`src/inc/msd_pkg.sv`:
```
/*
  constants, types and the register map of the memory reference and
  shift/skip decoder.
  assumes one clock, an avalon-mm slave port for software and an
  avalon-mm master port towards main memory.
*/
package msd_pkg;

  // ==========================================================
  // register map (byte offsets on the avalon slave)
  localparam logic [4:0] REG_INSTR  = 5'h00;
  localparam logic [4:0] REG_ACC1   = 5'h04;
  localparam logic [4:0] REG_ACC2   = 5'h08;
  localparam logic [4:0] REG_FLAGS  = 5'h0c;
  localparam logic [4:0] REG_PC     = 5'h10;
  localparam logic [4:0] REG_BASE   = 5'h14;
  localparam logic [4:0] REG_STATUS = 5'h18;

  // ==========================================================
  // flag and status register fields and reset values
  localparam int FLAG_EXTEND    = 0;
  localparam int FLAG_OVERFLOW  = 1;
  localparam int FLAG_BASE_MODE = 2;
  localparam int STAT_SKIP      = 0;
  localparam int STAT_BUSY      = 1;
  localparam logic [15:0] ACC_RESET  = 16'h0000;
  localparam logic [14:0] PC_RESET   = 15'h0000;
  localparam logic [15:0] BASE_RESET = 16'h0000;

  // ==========================================================
  // instruction word fields
  localparam int IR_INDIRECT  = 15;
  localparam int IR_ACC_SEL   = 11;
  localparam int IR_PAGE      = 10;
  localparam int IR_GROUP     = 10;
  localparam int IR_EN_FIRST  = 9;
  localparam int IR_CLR_EXT   = 5;
  localparam int IR_EN_SECOND = 4;
  localparam int IR_SKIP_EVEN = 3;
  localparam int IR_SKIP_EXT  = 5;
  localparam int IR_SKIP_SIGN = 4;
  localparam int IR_INC       = 2;
  localparam int IR_SKIP_ZERO = 1;
  localparam int IR_REVERSE   = 0;

  // ==========================================================
  // memory reference opcodes, bits 14..11
  localparam logic [3:0] OP_AND_ONE   = 4'h2;
  localparam logic [3:0] OP_SUB_JUMP  = 4'h3;
  localparam logic [3:0] OP_XOR_ONE   = 4'h4;
  localparam logic [3:0] OP_JUMP      = 4'h5;
  localparam logic [3:0] OP_IOR_ONE   = 4'h6;
  localparam logic [3:0] OP_INC_SKIP  = 4'h7;
  localparam logic [3:0] OP_ADD_ONE   = 4'h8;
  localparam logic [3:0] OP_ADD_TWO   = 4'h9;
  localparam logic [3:0] OP_CMP_ONE   = 4'ha;
  localparam logic [3:0] OP_CMP_TWO   = 4'hb;
  localparam logic [3:0] OP_LOAD_ONE  = 4'hc;
  localparam logic [3:0] OP_LOAD_TWO  = 4'hd;
  localparam logic [3:0] OP_STORE_ONE = 4'he;
  localparam logic [3:0] OP_STORE_TWO = 4'hf;

  // ==========================================================
  // shift/rotate position codes
  localparam logic [2:0] SH_ARITH_LEFT  = 3'h0;
  localparam logic [2:0] SH_ARITH_RIGHT = 3'h1;
  localparam logic [2:0] SH_ROT_LEFT    = 3'h2;
  localparam logic [2:0] SH_ROT_RIGHT   = 3'h3;
  localparam logic [2:0] SH_LEFT_CLR    = 3'h4;
  localparam logic [2:0] SH_EXT_RIGHT   = 3'h5;
  localparam logic [2:0] SH_EXT_LEFT    = 3'h6;
  localparam logic [2:0] SH_ROT_FOUR    = 3'h7;

  // ==========================================================
  // types
  typedef enum logic [2:0] {
    PH_IDLE    = 3'b000,
    PH_DECODE  = 3'b001,
    PH_POINTER = 3'b010,
    PH_OPERAND = 3'b011,
    PH_STORE   = 3'b100
  } msd_phase_type;

  typedef struct packed {
    logic        read;
    logic        write;
    logic [14:0] address;
    logic [15:0] writedata;
  } msd_mem_cmd_type;

  typedef struct packed {
    msd_phase_type phase;
    logic [15:0]   ir;
    logic [15:0]   acc_one;
    logic [15:0]   acc_two;
    logic          extend;
    logic          overflow;
    logic          base_mode;
    logic [14:0]   pc;
    logic [15:0]   base;
    logic [14:0]   ea;
    logic [15:0]   wdata;
    logic          skip;
    logic          bus_ack;
    logic [31:0]   rdata;
  } msd_state_type;

endpackage

```
`src/rtl/msd_decoder.sv`:
```
/*
  executes one instruction word at a time: memory reference with
  paging, base-relative and indirect addressing, and the shift/rotate
  and alter/skip register groups.
  assumes an avalon-mm master for software and avalon-mm memory with
  waitrequest; accumulators stand at memory words 0 and 1.
*/
// The implementer's own choices: the register addresses and the Avalon-MM register port.
`timescale 1ns/1ns
`default_nettype none
module msd_decoder (
  input  wire logic                      clock,
  input  wire logic                      rst,
  input  wire logic [4:0]                avs_address,
  input  wire logic                      avs_read,
  input  wire logic                      avs_write,
  input  wire logic [31:0]               avs_writedata,
  input  wire logic [3:0]                avs_byteenable,
  output logic [31:0]                    avs_readdata,
  output logic                           avs_waitrequest,
  output msd_pkg::msd_mem_cmd_type       mem_cmd,
  input  wire logic [15:0]               avm_readdata,
  input  wire logic                      avm_waitrequest
);
  import msd_pkg::*;

  msd_state_type s;
  msd_state_type next_s;
  logic          acc_hit;
  logic          word_ready;
  logic [15:0]   word;
  logic [3:0]    op;
  logic          done;
  logic          take_skip;
  logic          jump;
  logic [14:0]   jump_pc;
  logic          have_ea;
  logic [14:0]   ea_val;
  logic [15:0]   sel_acc;
  logic [16:0]   sum;
  logic [16:0]   step;
  logic [18:0]   alter;
  logic          srg_skip;

  // ==========================================================
  // helpers
  function automatic logic [15:0] merge16(logic [15:0] old, logic [31:0] d, logic [3:0] be);
    return {be[1] ? d[15:8] : old[15:8], be[0] ? d[7:0] : old[7:0]};
  endfunction

  // one shift/rotate position: returns {extend, value}
  function automatic logic [16:0] shift_step(logic [2:0] code, logic en, logic [15:0] v,
                                             logic e);
    logic [15:0] r;
    logic        ne;
    r  = v;
    ne = e;
    unique case (code)
      SH_ARITH_LEFT:  r = {v[15], v[13:0], 1'b0};
      SH_ARITH_RIGHT: r = {v[15], v[15], v[14:1]};
      SH_ROT_LEFT:    r = {v[14:0], v[15]};
      SH_ROT_RIGHT:   r = {v[0], v[15:1]};
      SH_LEFT_CLR:    r = {1'b0, v[13:0], 1'b0};
      SH_EXT_RIGHT: begin
        r  = {e, v[15:1]};
        ne = v[0];
      end
      SH_EXT_LEFT: begin
        r  = {v[14:0], e};
        ne = v[15];
      end
      SH_ROT_FOUR:    r = {v[11:0], v[15:12]};
    endcase
    // extend moves even when the position is disabled
    return {ne, en ? r : v};
  endfunction

  // alter/skip word: returns {skip, overflow, extend, value}
  function automatic logic [18:0] alter_skip(logic [15:0] ir, logic [15:0] acc, logic e,
                                             logic ov);
    logic [15:0] v;
    logic        ne;
    logic        nov;
    logic        rev;
    logic        c_ext;
    logic        c_sign;
    logic        c_even;
    logic        c_zero;
    logic        sk;
    v   = acc;
    ne  = e;
    nov = ov;
    rev = ir[IR_REVERSE];
    unique case (ir[9:8])
      2'b00: v = acc;
      2'b01: v = 16'h0000;
      2'b10: v = ~acc;
      2'b11: v = 16'hffff;
    endcase
    unique case (ir[7:6])
      2'b00: ne = e;
      2'b01: ne = 1'b0;
      2'b10: ne = ~e;
      2'b11: ne = 1'b1;
    endcase
    c_ext  = ir[IR_SKIP_EXT] & (ne == rev);
    c_sign = ir[IR_SKIP_SIGN] & (v[15] == rev);
    c_even = ir[IR_SKIP_EVEN] & (v[0] == rev);
    if (ir[IR_INC]) begin
      nov = nov | (v == 16'h7fff);
      ne  = ne | (v == 16'hffff);
      v   = 16'(v + 16'h0001);
    end
    c_zero = ir[IR_SKIP_ZERO] & ((|v) == rev);
    // any condition skips, reverse-skip special cases
    if (!rev)
      sk = c_ext | c_sign | c_even | c_zero;
    else if (!(ir[IR_SKIP_EXT] | ir[IR_SKIP_SIGN] | ir[IR_SKIP_EVEN] | ir[IR_SKIP_ZERO]))
      sk = 1'b1;
    else if (ir[IR_SKIP_SIGN] & ir[IR_SKIP_EVEN])
      sk = (c_sign & c_even) | c_ext | c_zero;
    else
      sk = c_ext | c_sign | c_even | c_zero;
    return {sk, nov, ne, v};
  endfunction

  // ==========================================================
  // memory side
  // words 0 and 1 resolve to the accumulators
  assign acc_hit    = (s.ea[14:1] == 14'h0000);
  assign word       = acc_hit ? (s.ea[0] ? s.acc_two : s.acc_one) : avm_readdata;
  assign word_ready = acc_hit | ~avm_waitrequest;
  assign op         = s.ir[14:11];

  assign mem_cmd.read      = (s.phase == PH_POINTER || s.phase == PH_OPERAND) & ~acc_hit;
  assign mem_cmd.write     = (s.phase == PH_STORE) & ~acc_hit;
  assign mem_cmd.address   = s.ea;
  assign mem_cmd.writedata = s.wdata;

  assign avs_readdata    = s.rdata;
  assign avs_waitrequest = ~s.bus_ack;

  // ==========================================================
  // next state
  always_comb begin
    next_s    = s;
    done      = 1'b0;
    take_skip = 1'b0;
    jump      = 1'b0;
    jump_pc   = s.pc;
    have_ea   = 1'b0;
    ea_val    = s.ea;
    sel_acc   = s.ir[IR_ACC_SEL] ? s.acc_two : s.acc_one;
    sum       = 17'h00000;
    step      = 17'h00000;
    alter     = 19'h00000;
    srg_skip  = 1'b0;

    unique case (s.phase)
      PH_IDLE: begin
      end
      PH_DECODE: begin
        if (s.ir[14:12] != 3'b000) begin
          // base plus offset in base-relative mode when the page bit is clear
          // low ten bits are the offset
          if (s.ir[IR_PAGE])
            ea_val = {s.pc[14:10], s.ir[9:0]};
          else if (s.base_mode)
            ea_val = 15'(s.base[14:0] + {5'h00, s.ir[9:0]});
          else
            ea_val = {5'h00, s.ir[9:0]};
          if (s.ir[IR_INDIRECT]) begin
            next_s.ea    = ea_val;
            next_s.phase = PH_POINTER;
          end else begin
            have_ea = 1'b1;
          end
        end else if (s.ir[15:12] == 4'h0 && s.ir != 16'h0000) begin
          if (!s.ir[IR_GROUP]) begin
            // first position, clear extend, even test, second position
            step = shift_step(s.ir[8:6], s.ir[IR_EN_FIRST], sel_acc, s.extend);
            if (s.ir[IR_CLR_EXT])
              step[16] = 1'b0;
            // even test between the two positions
            srg_skip = s.ir[IR_SKIP_EVEN] & ~step[0];
            step = shift_step(s.ir[2:0], s.ir[IR_EN_SECOND], step[15:0], step[16]);
            next_s.extend = step[16];
            if (s.ir[IR_ACC_SEL])
              next_s.acc_two = step[15:0];
            else
              next_s.acc_one = step[15:0];
            take_skip = srg_skip;
          end else begin
            alter = alter_skip(s.ir, sel_acc, s.extend, s.overflow);
            next_s.overflow = alter[17];
            next_s.extend   = alter[16];
            if (s.ir[IR_ACC_SEL])
              next_s.acc_two = alter[15:0];
            else
              next_s.acc_one = alter[15:0];
            take_skip = alter[18];
          end
          done = 1'b1;
        end else begin
          // no-operation, and classes outside this block
          done = 1'b1;
        end
      end
      PH_POINTER: begin
        // follow pointers until the top bit is zero
        if (word_ready) begin
          if (word[15])
            next_s.ea = word[14:0];
          else begin
            have_ea = 1'b1;
            ea_val  = word[14:0];
          end
        end
      end
      PH_OPERAND: begin
        if (word_ready) begin
          unique case (op)
            OP_AND_ONE: next_s.acc_one = s.acc_one & word;
            OP_XOR_ONE: next_s.acc_one = s.acc_one ^ word;
            OP_IOR_ONE: next_s.acc_one = s.acc_one | word;
            // sum here; an add only ever sets extend and overflow, never clears them
            OP_ADD_ONE, OP_ADD_TWO: begin
              sum = {1'b0, sel_acc} + {1'b0, word};
              next_s.extend   = s.extend | sum[16];
              next_s.overflow = s.overflow |
                                ((sel_acc[15] == word[15]) & (sum[15] != sel_acc[15]));
              if (s.ir[IR_ACC_SEL])
                next_s.acc_two = sum[15:0];
              else
                next_s.acc_one = sum[15:0];
            end
            OP_CMP_ONE, OP_CMP_TWO: take_skip = (word != sel_acc);
            OP_LOAD_ONE: next_s.acc_one = word;
            OP_LOAD_TWO: next_s.acc_two = word;
            default: begin
            end
          endcase
          if (op == OP_INC_SKIP) begin
            next_s.wdata = 16'(word + 16'h0001);
            next_s.skip  = (word == 16'hffff);
            next_s.phase = PH_STORE;
          end else begin
            done = 1'b1;
          end
        end
      end
      PH_STORE: begin
        if (word_ready) begin
          if (acc_hit && !s.ea[0])
            next_s.acc_one = s.wdata;
          else if (acc_hit)
            next_s.acc_two = s.wdata;
          if (op == OP_SUB_JUMP) begin
            jump    = 1'b1;
            jump_pc = 15'(s.ea + 15'h0001);
          end
          take_skip = (op == OP_INC_SKIP) & s.skip;
          done      = 1'b1;
        end
      end
    endcase

    // effective address known: dispatch on the opcode
    if (have_ea) begin
      next_s.ea = ea_val;
      unique case (op)
        OP_JUMP: begin
          jump    = 1'b1;
          jump_pc = ea_val;
          done    = 1'b1;
        end
        OP_SUB_JUMP: begin
          // return address written at the target
          next_s.wdata = {1'b0, 15'(s.pc + 15'h0001)};
          next_s.phase = PH_STORE;
        end
        // stores take the accumulator, which stays
        OP_STORE_ONE: begin
          next_s.wdata = s.acc_one;
          next_s.phase = PH_STORE;
        end
        OP_STORE_TWO: begin
          next_s.wdata = s.acc_two;
          next_s.phase = PH_STORE;
        end
        default: next_s.phase = PH_OPERAND;
      endcase
    end

    if (done) begin
      next_s.phase = PH_IDLE;
      next_s.skip  = take_skip;
      next_s.pc    = jump ? jump_pc : 15'(s.pc + (take_skip ? 15'h0002 : 15'h0001));
    end

    // software port: answered one cycle after the request, only while idle
    if (s.bus_ack) begin
      next_s.bus_ack = 1'b0;
      if (avs_write) begin
        unique case (avs_address)
          REG_INSTR: begin
            next_s.ir    = merge16(s.ir, avs_writedata, avs_byteenable);
            next_s.phase = PH_DECODE;
          end
          REG_ACC1: next_s.acc_one = merge16(s.acc_one, avs_writedata, avs_byteenable);
          REG_ACC2: next_s.acc_two = merge16(s.acc_two, avs_writedata, avs_byteenable);
          REG_FLAGS: begin
            if (avs_byteenable[0]) begin
              next_s.extend    = avs_writedata[FLAG_EXTEND];
              next_s.overflow  = avs_writedata[FLAG_OVERFLOW];
              next_s.base_mode = avs_writedata[FLAG_BASE_MODE];
            end
          end
          REG_PC: next_s.pc = 15'(merge16({1'b0, s.pc}, avs_writedata, avs_byteenable));
          REG_BASE: next_s.base = merge16(s.base, avs_writedata, avs_byteenable);
          default: begin
          end
        endcase
      end
    end else if ((avs_read || avs_write) && s.phase == PH_IDLE) begin
      next_s.bus_ack = 1'b1;
      unique case (avs_address)
        REG_INSTR:  next_s.rdata = {16'h0000, s.ir};
        REG_ACC1:   next_s.rdata = {16'h0000, s.acc_one};
        REG_ACC2:   next_s.rdata = {16'h0000, s.acc_two};
        REG_FLAGS:  next_s.rdata = {29'h00000000, s.base_mode, s.overflow, s.extend};
        REG_PC:     next_s.rdata = {17'h00000, s.pc};
        REG_BASE:   next_s.rdata = {16'h0000, s.base};
        REG_STATUS: next_s.rdata = {30'h00000000, s.phase != PH_IDLE, s.skip};
        default:    next_s.rdata = 32'h00000000;
      endcase
    end
  end

  // ==========================================================
  // state register
  always_ff @(posedge clock or posedge rst) begin
    if (rst) begin
      s           <= '0;
      s.phase     <= PH_IDLE;
      s.acc_one   <= ACC_RESET;
      s.acc_two   <= ACC_RESET;
      s.pc        <= PC_RESET;
      s.base      <= BASE_RESET;
    end else begin
      s <= next_s;
    end
  end

  wire decode_reg = (s.phase == PH_DECODE) && (s.ir[15:12] == 4'h0);
endmodule
`default_nettype wire

```
`config.mk`:
```
export PLATFORM = sky130hd
export DESIGN_NAME = msd_decoder
export DESIGN_NICKNAME = d
export VERILOG_FILES = /design/src/inc/msd_pkg.sv /design/src/rtl/msd_decoder.sv
export SDC_FILE = /design/constraint.sdc
export NUM_CORES = 1
export LEC_CHECK = 0
export ABC_AREA = 1
export BUFFER_PORTS_ARGS = -buffer_cell sky130_fd_sc_hd__buf_2
export CAP_MARGIN = 20
export CORE_MARGIN = 2
export CORE_UTILIZATION = 47
export CTS_CLUSTER_DIAMETER = 150
export CTS_CLUSTER_SIZE = 8
export DETAILED_ROUTE_END_ITERATION = 8
export PLACE_DENSITY = 0.64
export SYNTH_ARGS = -nofsm -noshare
export SYNTH_HDL_FRONTEND = slang
export SYNTH_SLANG_ARGS = --single-unit
```
`constraint.sdc`:
```
create_clock -name clock -period 6.8 [get_ports clock]
set_input_delay 2.04 -clock clock [delete_from_list [all_inputs] [get_ports clock]]
set_output_delay 2.04 -clock clock [all_outputs]
set_load 0.02 [all_outputs]
```
Word level (Yosys, flattened, before mapping)

Index checks and enable logic that the tools add are counted.

Output and inout bits: 66
Bits of input ports: 62
Word-level logic and storage cells: 290
Bits in registers: 150

Reduce and logical (&&, ||, !) cells: 33
Muxes and demuxes: 134
Eq/ne operators: 64
Bitwise operators: 33
Add/sub/neg operators: 7

Operators with widths:

| operator                                       | number |
|---|---|
| 2-to-1 mux 16 bit                              | 30 |
| one-hot mux 16 bit (8 select lines)            | 2 |
| 2-to-1 mux 15 bit                              | 17 |
| 2-to-1 mux 85 bit                              | 2 |
| one-hot mux 16 bit (7 select lines)            | 1 |
| 2-to-1 mux 34 bit                              | 3 |
| one-hot mux 32 bit (3 select lines)            | 1 |
| one-hot mux 16 bit (5 select lines)            | 1 |
| 2-to-1 mux 33 bit                              | 2 |
| one-hot mux 16 bit (4 select lines)            | 1 |
| one-hot mux 15 bit (2 select lines)            | 2 |
| 2-to-1 mux 17 bit                              | 3 |
| 2-to-1 mux 8 bit                               | 6 |
| one-hot mux 16 bit (3 select lines)            | 1 |
| 2-to-1 mux 1 bit                               | 38 |
| adder 16 x 1 -> 16 bit (second input constant) | 2 |
| equality test 16 bit (second input constant)   | 2 |
| equality test 4 bit (second input constant)    | 8 |
| 2-to-1 mux 32 bit                              | 1 |
| one-hot mux 16 bit (2 select lines)            | 1 |
| 2-to-1 mux 31 bit                              | 1 |
| adder 15 x 1 -> 15 bit (second input constant) | 2 |
| equality test 3 bit (second input constant)    | 9 |
| 2-to-1 mux 3 bit                               | 8 |
| 51 further kinds                               | 127 |

Logic depth before layout (Yosys ltp)

Depth in word-level cells: 31
Mapped depth: 39
Gate-level depth less buffers: 37

Worst setup path before layout

Ideal clock, no wire load.

Path kind: input-to-reg
Start point: in avm_readdata[14]
End point: reg s[93] in the netlist's numbering
Library setup time: 0.078 ns
Cell stages on the path: 24
Data arrival time: 5.642 ns
Path slack: 1.080 ns
Required time: 6.722 ns
Buffers on the path: 0
Path through: or2_2 nand2_1 inv_1 ha_1 nor4_1 nand4_1 a32o_1 o21ai_0 nand2_2 inv_2 ha_1 inv_1 fa_1 or2_2 nor3_1 inv_1 nor3_2 nand3_1 xor2_1 o21ai_1 nand2_1 nand2_1 nor2_1 o21bai_1

Longest elaborated chain between the ends: 12

RTL lines:

| what                                 | line               | text |
|---|---|---|
| from (decl)                          | msd_decoder.sv:22  | `input wire logic [15:0] avm_readdata,` |
| 2-to-1 mux 16 bit *                  | msd_decoder.sv:131 | `assign word = acc_hit ? (s.ea[0] ? s.acc_two : s.acc_one) : avm_readdata;` |
| inequality test 16 bit *             | msd_decoder.sv:237 | `OP_CMP_ONE, OP_CMP_TWO: take_skip = (word != sel_acc);` |
| 2-to-1 mux 1 bit *                   | msd_decoder.sv:222 | `unique case (op)` |
| 2-to-1 mux 1 bit *                   | msd_decoder.sv:221 | `if (word_ready) begin` |
| one-hot mux 1 bit (3 select lines) * | msd_decoder.sv:159 | `unique case (s.phase)` |
| 2-to-1 mux 2 bit *                   | msd_decoder.sv:298 | `next_s.pc = jump ? jump_pc : 15'(s.pc + (take_skip ? 15'h0002 : 15'h0001));` |
| adder 15 x 2 -> 15 bit *             | msd_decoder.sv:298 |  |
| 2-to-1 mux 15 bit *                  | msd_decoder.sv:298 |  |
| 2-to-1 mux 15 bit *                  | msd_decoder.sv:295 | `if (done) begin` |
| 2-to-1 mux 15 bit                    | msd_decoder.sv:305 | `unique case (avs_address)` |
| 2-to-1 mux 85 bit                    | msd_decoder.sv:304 | `if (avs_write) begin` |
| 2-to-1 mux 85 bit *                  | msd_decoder.sv:302 | `if (s.bus_ack) begin` |
| to (signal assigned)                 | msd_decoder.sv:351 | `s <= next_s;` |
| to (decl)                            | msd_decoder.sv:27  | `msd_state_type s;` |

Mark *: on every way between the ends. The rest lies on a longest branch, timed or not.
A chain may end at the register's enable or synchronous reset.

Worst setup path after layout

Start point: reg s (netlist bit op[0])
End point: reg s[93] in the netlist's numbering

Longest elaborated chain between the ends: 31
Elaborated cells on any way between the ends: 76
Those cells by class: add/sub: 2; eq/ne: 9; mux: 48; bitwise: 13; reduce/logical: 4

RTL lines:

| what                                | line               | text |
|---|---|---|
| 2-to-1 mux 16 bit                   | msd_decoder.sv:153 | `sel_acc = s.ir[IR_ACC_SEL] ? s.acc_two : s.acc_one;` |
| inverter 16 bit                     | msd_decoder.sv:97  | `2'b10: v = ~acc;` |
| one-hot mux 16 bit (4 select lines) | msd_decoder.sv:94  | `unique case (ir[9:8])` |
| 2-to-1 mux 16 bit                   | msd_decoder.sv:179 | `if (!s.ir[IR_GROUP]) begin` |
| 2-to-1 mux 16 bit                   | msd_decoder.sv:178 | `end else if (s.ir[15:12] == 4'h0 && s.ir != 16'h0000) begin` |
| 2-to-1 mux 16 bit                   | msd_decoder.sv:163 | `if (s.ir[14:12] != 3'b000) begin` |
| 2-to-1 mux 16 bit                   | msd_decoder.sv:159 |  |
| adder 16 x 1 -> 16 bit              | msd_decoder.sv:112 | `v = 16'(v + 16'h0001);` |
| (+15 left out)                      | n/a                |  |
| one-hot mux 1 bit (3 select lines)  | msd_decoder.sv:159 |  |
| 2-to-1 mux 2 bit                    | msd_decoder.sv:298 |  |
| adder 15 x 2 -> 15 bit              | msd_decoder.sv:298 |  |
| 2-to-1 mux 15 bit                   | msd_decoder.sv:298 |  |
| 2-to-1 mux 15 bit *                 | msd_decoder.sv:295 |  |
| 2-to-1 mux 15 bit                   | msd_decoder.sv:305 |  |
| 2-to-1 mux 85 bit                   | msd_decoder.sv:304 |  |
| 2-to-1 mux 85 bit *                 | msd_decoder.sv:302 |  |

Mark *: on every way between the ends. The rest lies on a longest branch, timed or not. The select of a mux whose other input is x is not followed.

==> flow_summary.toml <==
[routing]
drc = 0
drt_first_pass_iters = 9
drt_iter0_markers = 3548
detail-route-antenna-nets = 0
vias_per_cell = 6.402
wirelength_um = 84550
vias = 20691
wire_per_inst_um = 26.16

[worst_setup_path]
cp_top_family = "simple AND/OR/NAND/NOR gates"
crit_type = "flip-flop to flip-flop"
cp-start-kind = "flip-flop"
r2r-start = "op[0]"
crit_buf_inv = 6
max_stage_delay_ps = 580
startpoint = "op[0]"
path_common_cell = "nand2_1"
cpMaxStageDelayCell = "dfrtp_2"
path_max_fanout = 26
critPathRequiredTime_ps = 7200
endpoint_kind = "flip-flop"
r2r_end = "s[93]"
arrival_ps = 6430
crit_path_end = "s[93]"
r2r_cells = 36
rrSetupSlack_ps = 770
worst-path-stages = 36

[min_path]
min_path_type = "flip-flop to flip-flop"
hp-start = "avs_readdata[9]"
min_path_cells = 2

[layout]
nNetsFinal = 2891
syn_to_final_growth_pct = 7.447
drive_gt1_frac = 0.1114
nFillCells = 3624

[floorplan]
rows = 68
start_util = 0.4756
die_area_um2 = 36290
die_w_um = 190.5
core-area_um2 = 34370
die_y_um = 190.5
ios = 128

[grt]
antenna_found_initial = 2
grt_pass1_wl_um = 123000
grtUsageMet2 = 0.6635
gr-usage-met1 = 0.5945
grt_max_degree = 97
grt-busiest-layer = "met2"
use_met3 = 0.1353
first_global_vias = 18904
track_usage = 0.4638
grt-ovfl-total = 0

[pwr]
leakagePower_nw = 8.223
vdd_drop_max_uv = 338.0
power_density_nw_per_um2 = 442.8

[placement]
port_buffers = 93
gp_congestion = 1.083
dp_slack_ps = 453.9
dp_hpwl_um = 66380

[synthesis]
async_reset_ff_frac = 1.000
synth-edff-count = 0
yosysSeqAreaShare = 0.2051
synthFlopType = "dfrtp_1"
avgSynthCellArea_um2 = 5.975
synth-warning-count = 0
yosys.cell_types.count = 61
synth-seq-cells = 134
syn_area_um2 = 16350
syn_inst = 2736

[sta]
skew_ps = 19.29
layout_setup_ws_ps = 768.2
tightest_slew_ps = 1238
fmax_mhz = 165.8
setup_tns_ps = 0
slew_headroom = 0.1695
fin_crit_sh = 0.8870
period_needed_ps = 6032
setup_viol = 0
hold_viol = 0
finalMaxSlewViolations = 0
rsz0062_at_grt = "no"

[cts]
cts_buffer_depth = 2
clockRootBuffer = "clkbuf_16"
htreeDepth = 4
clkSinkCount = 134
cts_made_buffers = 17
worstSkewPairLatency_ps = 470
clkTransAtPathRegs_ps = 80
cts_tree = "built"
cts_resized = 0
hold_buffers = 0
post-cts-setup-buffer-count = 0

[outcome]
outcome = "completed"

[job]
max_cap_viol_count = 0
## synth_stat cells (12+ instances only)
cell | number | area (um2)
inv_2 | 26 | 97.59
nand2_2 | 26 | 162.7
buf_4 | 67 | 503.0
inv_1 | 271 | 1017
nor2_2 | 12 | 75.07
nor3_1 | 29 | 145.1
nor2_1 | 194 | 728.2
or2_2 | 16 | 100.1
dfrtp_1 | 134 | 3353
a31oi_1 | 13 | 81.33
clkbuf_1 | 71 | 266.5
ha_1 | 64 | 800.8
o221ai_1 | 15 | 131.4
buf_2 | 19 | 95.09
nand4_1 | 24 | 150.1
xor2_1 | 34 | 297.8
o21ai_1 | 27 | 135.1
a221oi_1 | 19 | 166.4
nand2_1 | 806 | 3025
o21ai_0 | 258 | 1291
a21oi_1 | 197 | 986.0
o211ai_1 | 33 | 247.7
nand3_1 | 186 | 930.9
o22ai_1 | 69 | 431.7
## cell usage in the layout (no fill, tap or decap), drive strengths merged, types with 12 or more instances in the layout
cell    netlist  layout
nand2       842     842
inv         298     307
o21ai       288     288
nor2        216     216
a21oi       197     197
nand3       191     191
buf          97     160
dfrtp       134     134
o22ai        69      69
ha           64      64
xor2         34      34
o211ai       33      33
nor3         31      31
nand4        24      24
a221oi       19      19
clkbuf       72      18
or2          16      16
conb          1      16
o221ai       15      15
a31oi        13      13
clkinv        6      12
## metal layers
layer,vias up,share of wire
li1,9146,-
met1,9493,0.37
met2,1668,0.40
met3,382,0.14
met4,2,0.088
met5,-,0.00015
## worst reg2reg max path, delay by kind of cell, from the launching register on
kind,cells,cell delay (ps)
AND/OR/NAND/NOR,24,3420
buffers and inverters,6,820
adder cells (fa/ha/maj),3,700
flip-flops,1,580
AO/OA/AOI/OAI,2,270
XOR/XNOR,1,150
## sequential cells by signal (all words and copies together), names as in the netlist
signal	cells
s	83
avs_readdata	16
op	4
mem_cmd	31
## worst min-delay path by stage
stage                     slack (ps)                to
after global routing             500   avs_readdata[2]
after detailed placement         470   avs_readdata[5]
after floorplan                  450  avs_readdata[15]
after CTS                        490   avs_readdata[9]
final                            490   avs_readdata[9]
after global placement           460   avs_readdata[9]
## layout make-up
class / count / area (um2) / share of cell area
diodes: 2 / 5.005 / 0.0002849
clock buffers: 17 / 425.4 / 0.02422
clock inverters: 15 / 133.9 / 0.007622
inverters: 304 / 1150 / 0.06547
multi-input cells: 2144 / 10940 / 0.6231
flip-flops and latches: 134 / 3354 / 0.1910
well taps: 455 / 569.3 / 0.03241
repair buffers: 161 / 982.2 / 0.05592
## kinds of logic (layout without fill, tap and decap cells)
family	Yosys count	after routing	synth area share
AO/OA/AOI/OAI	686	686	0.2402
AND/OR/NAND/NOR	1335	1335	0.3514
flip-flops	134	134	0.2051
XOR/XNOR	40	40	0.02143
adder cells (fa/ha/maj)	67	67	0.05266
other	1	18	0.0002294
buffers and inverters	473	497	0.1290
## power by group
part / leakage, nW / total, mW / switching (mW) / internal (mW)
Combinational: 6.19 / 5.46 / 3.96 / 1.51
Clock: 0.281 / 0.956 / 0.473 / 0.483
Sequential: 1.75 / 1.36 / 0.366 / 0.990
Total: 8.22 / 7.78 / 4.80 / 2.98
## per-stage QoR
step	instances	hold WS [ps]	power, mW	util	instance area [um2]
6_report	3232	485.8	7.777	0.5110	17560
5_1_grt	3230	504.4	8.130	0.5108	17560
4_1_cts	3227	490.2	7.429	0.5100	17530
3_5_place_dp	3195	467.0	6.470	0.4937	16970
3_3_place_gp	3195	459.3	6.412	0.4937	16970
2_1_floorplan	2751	450.1	4.482	-	16400
Power figures use the tool's default switching activity.
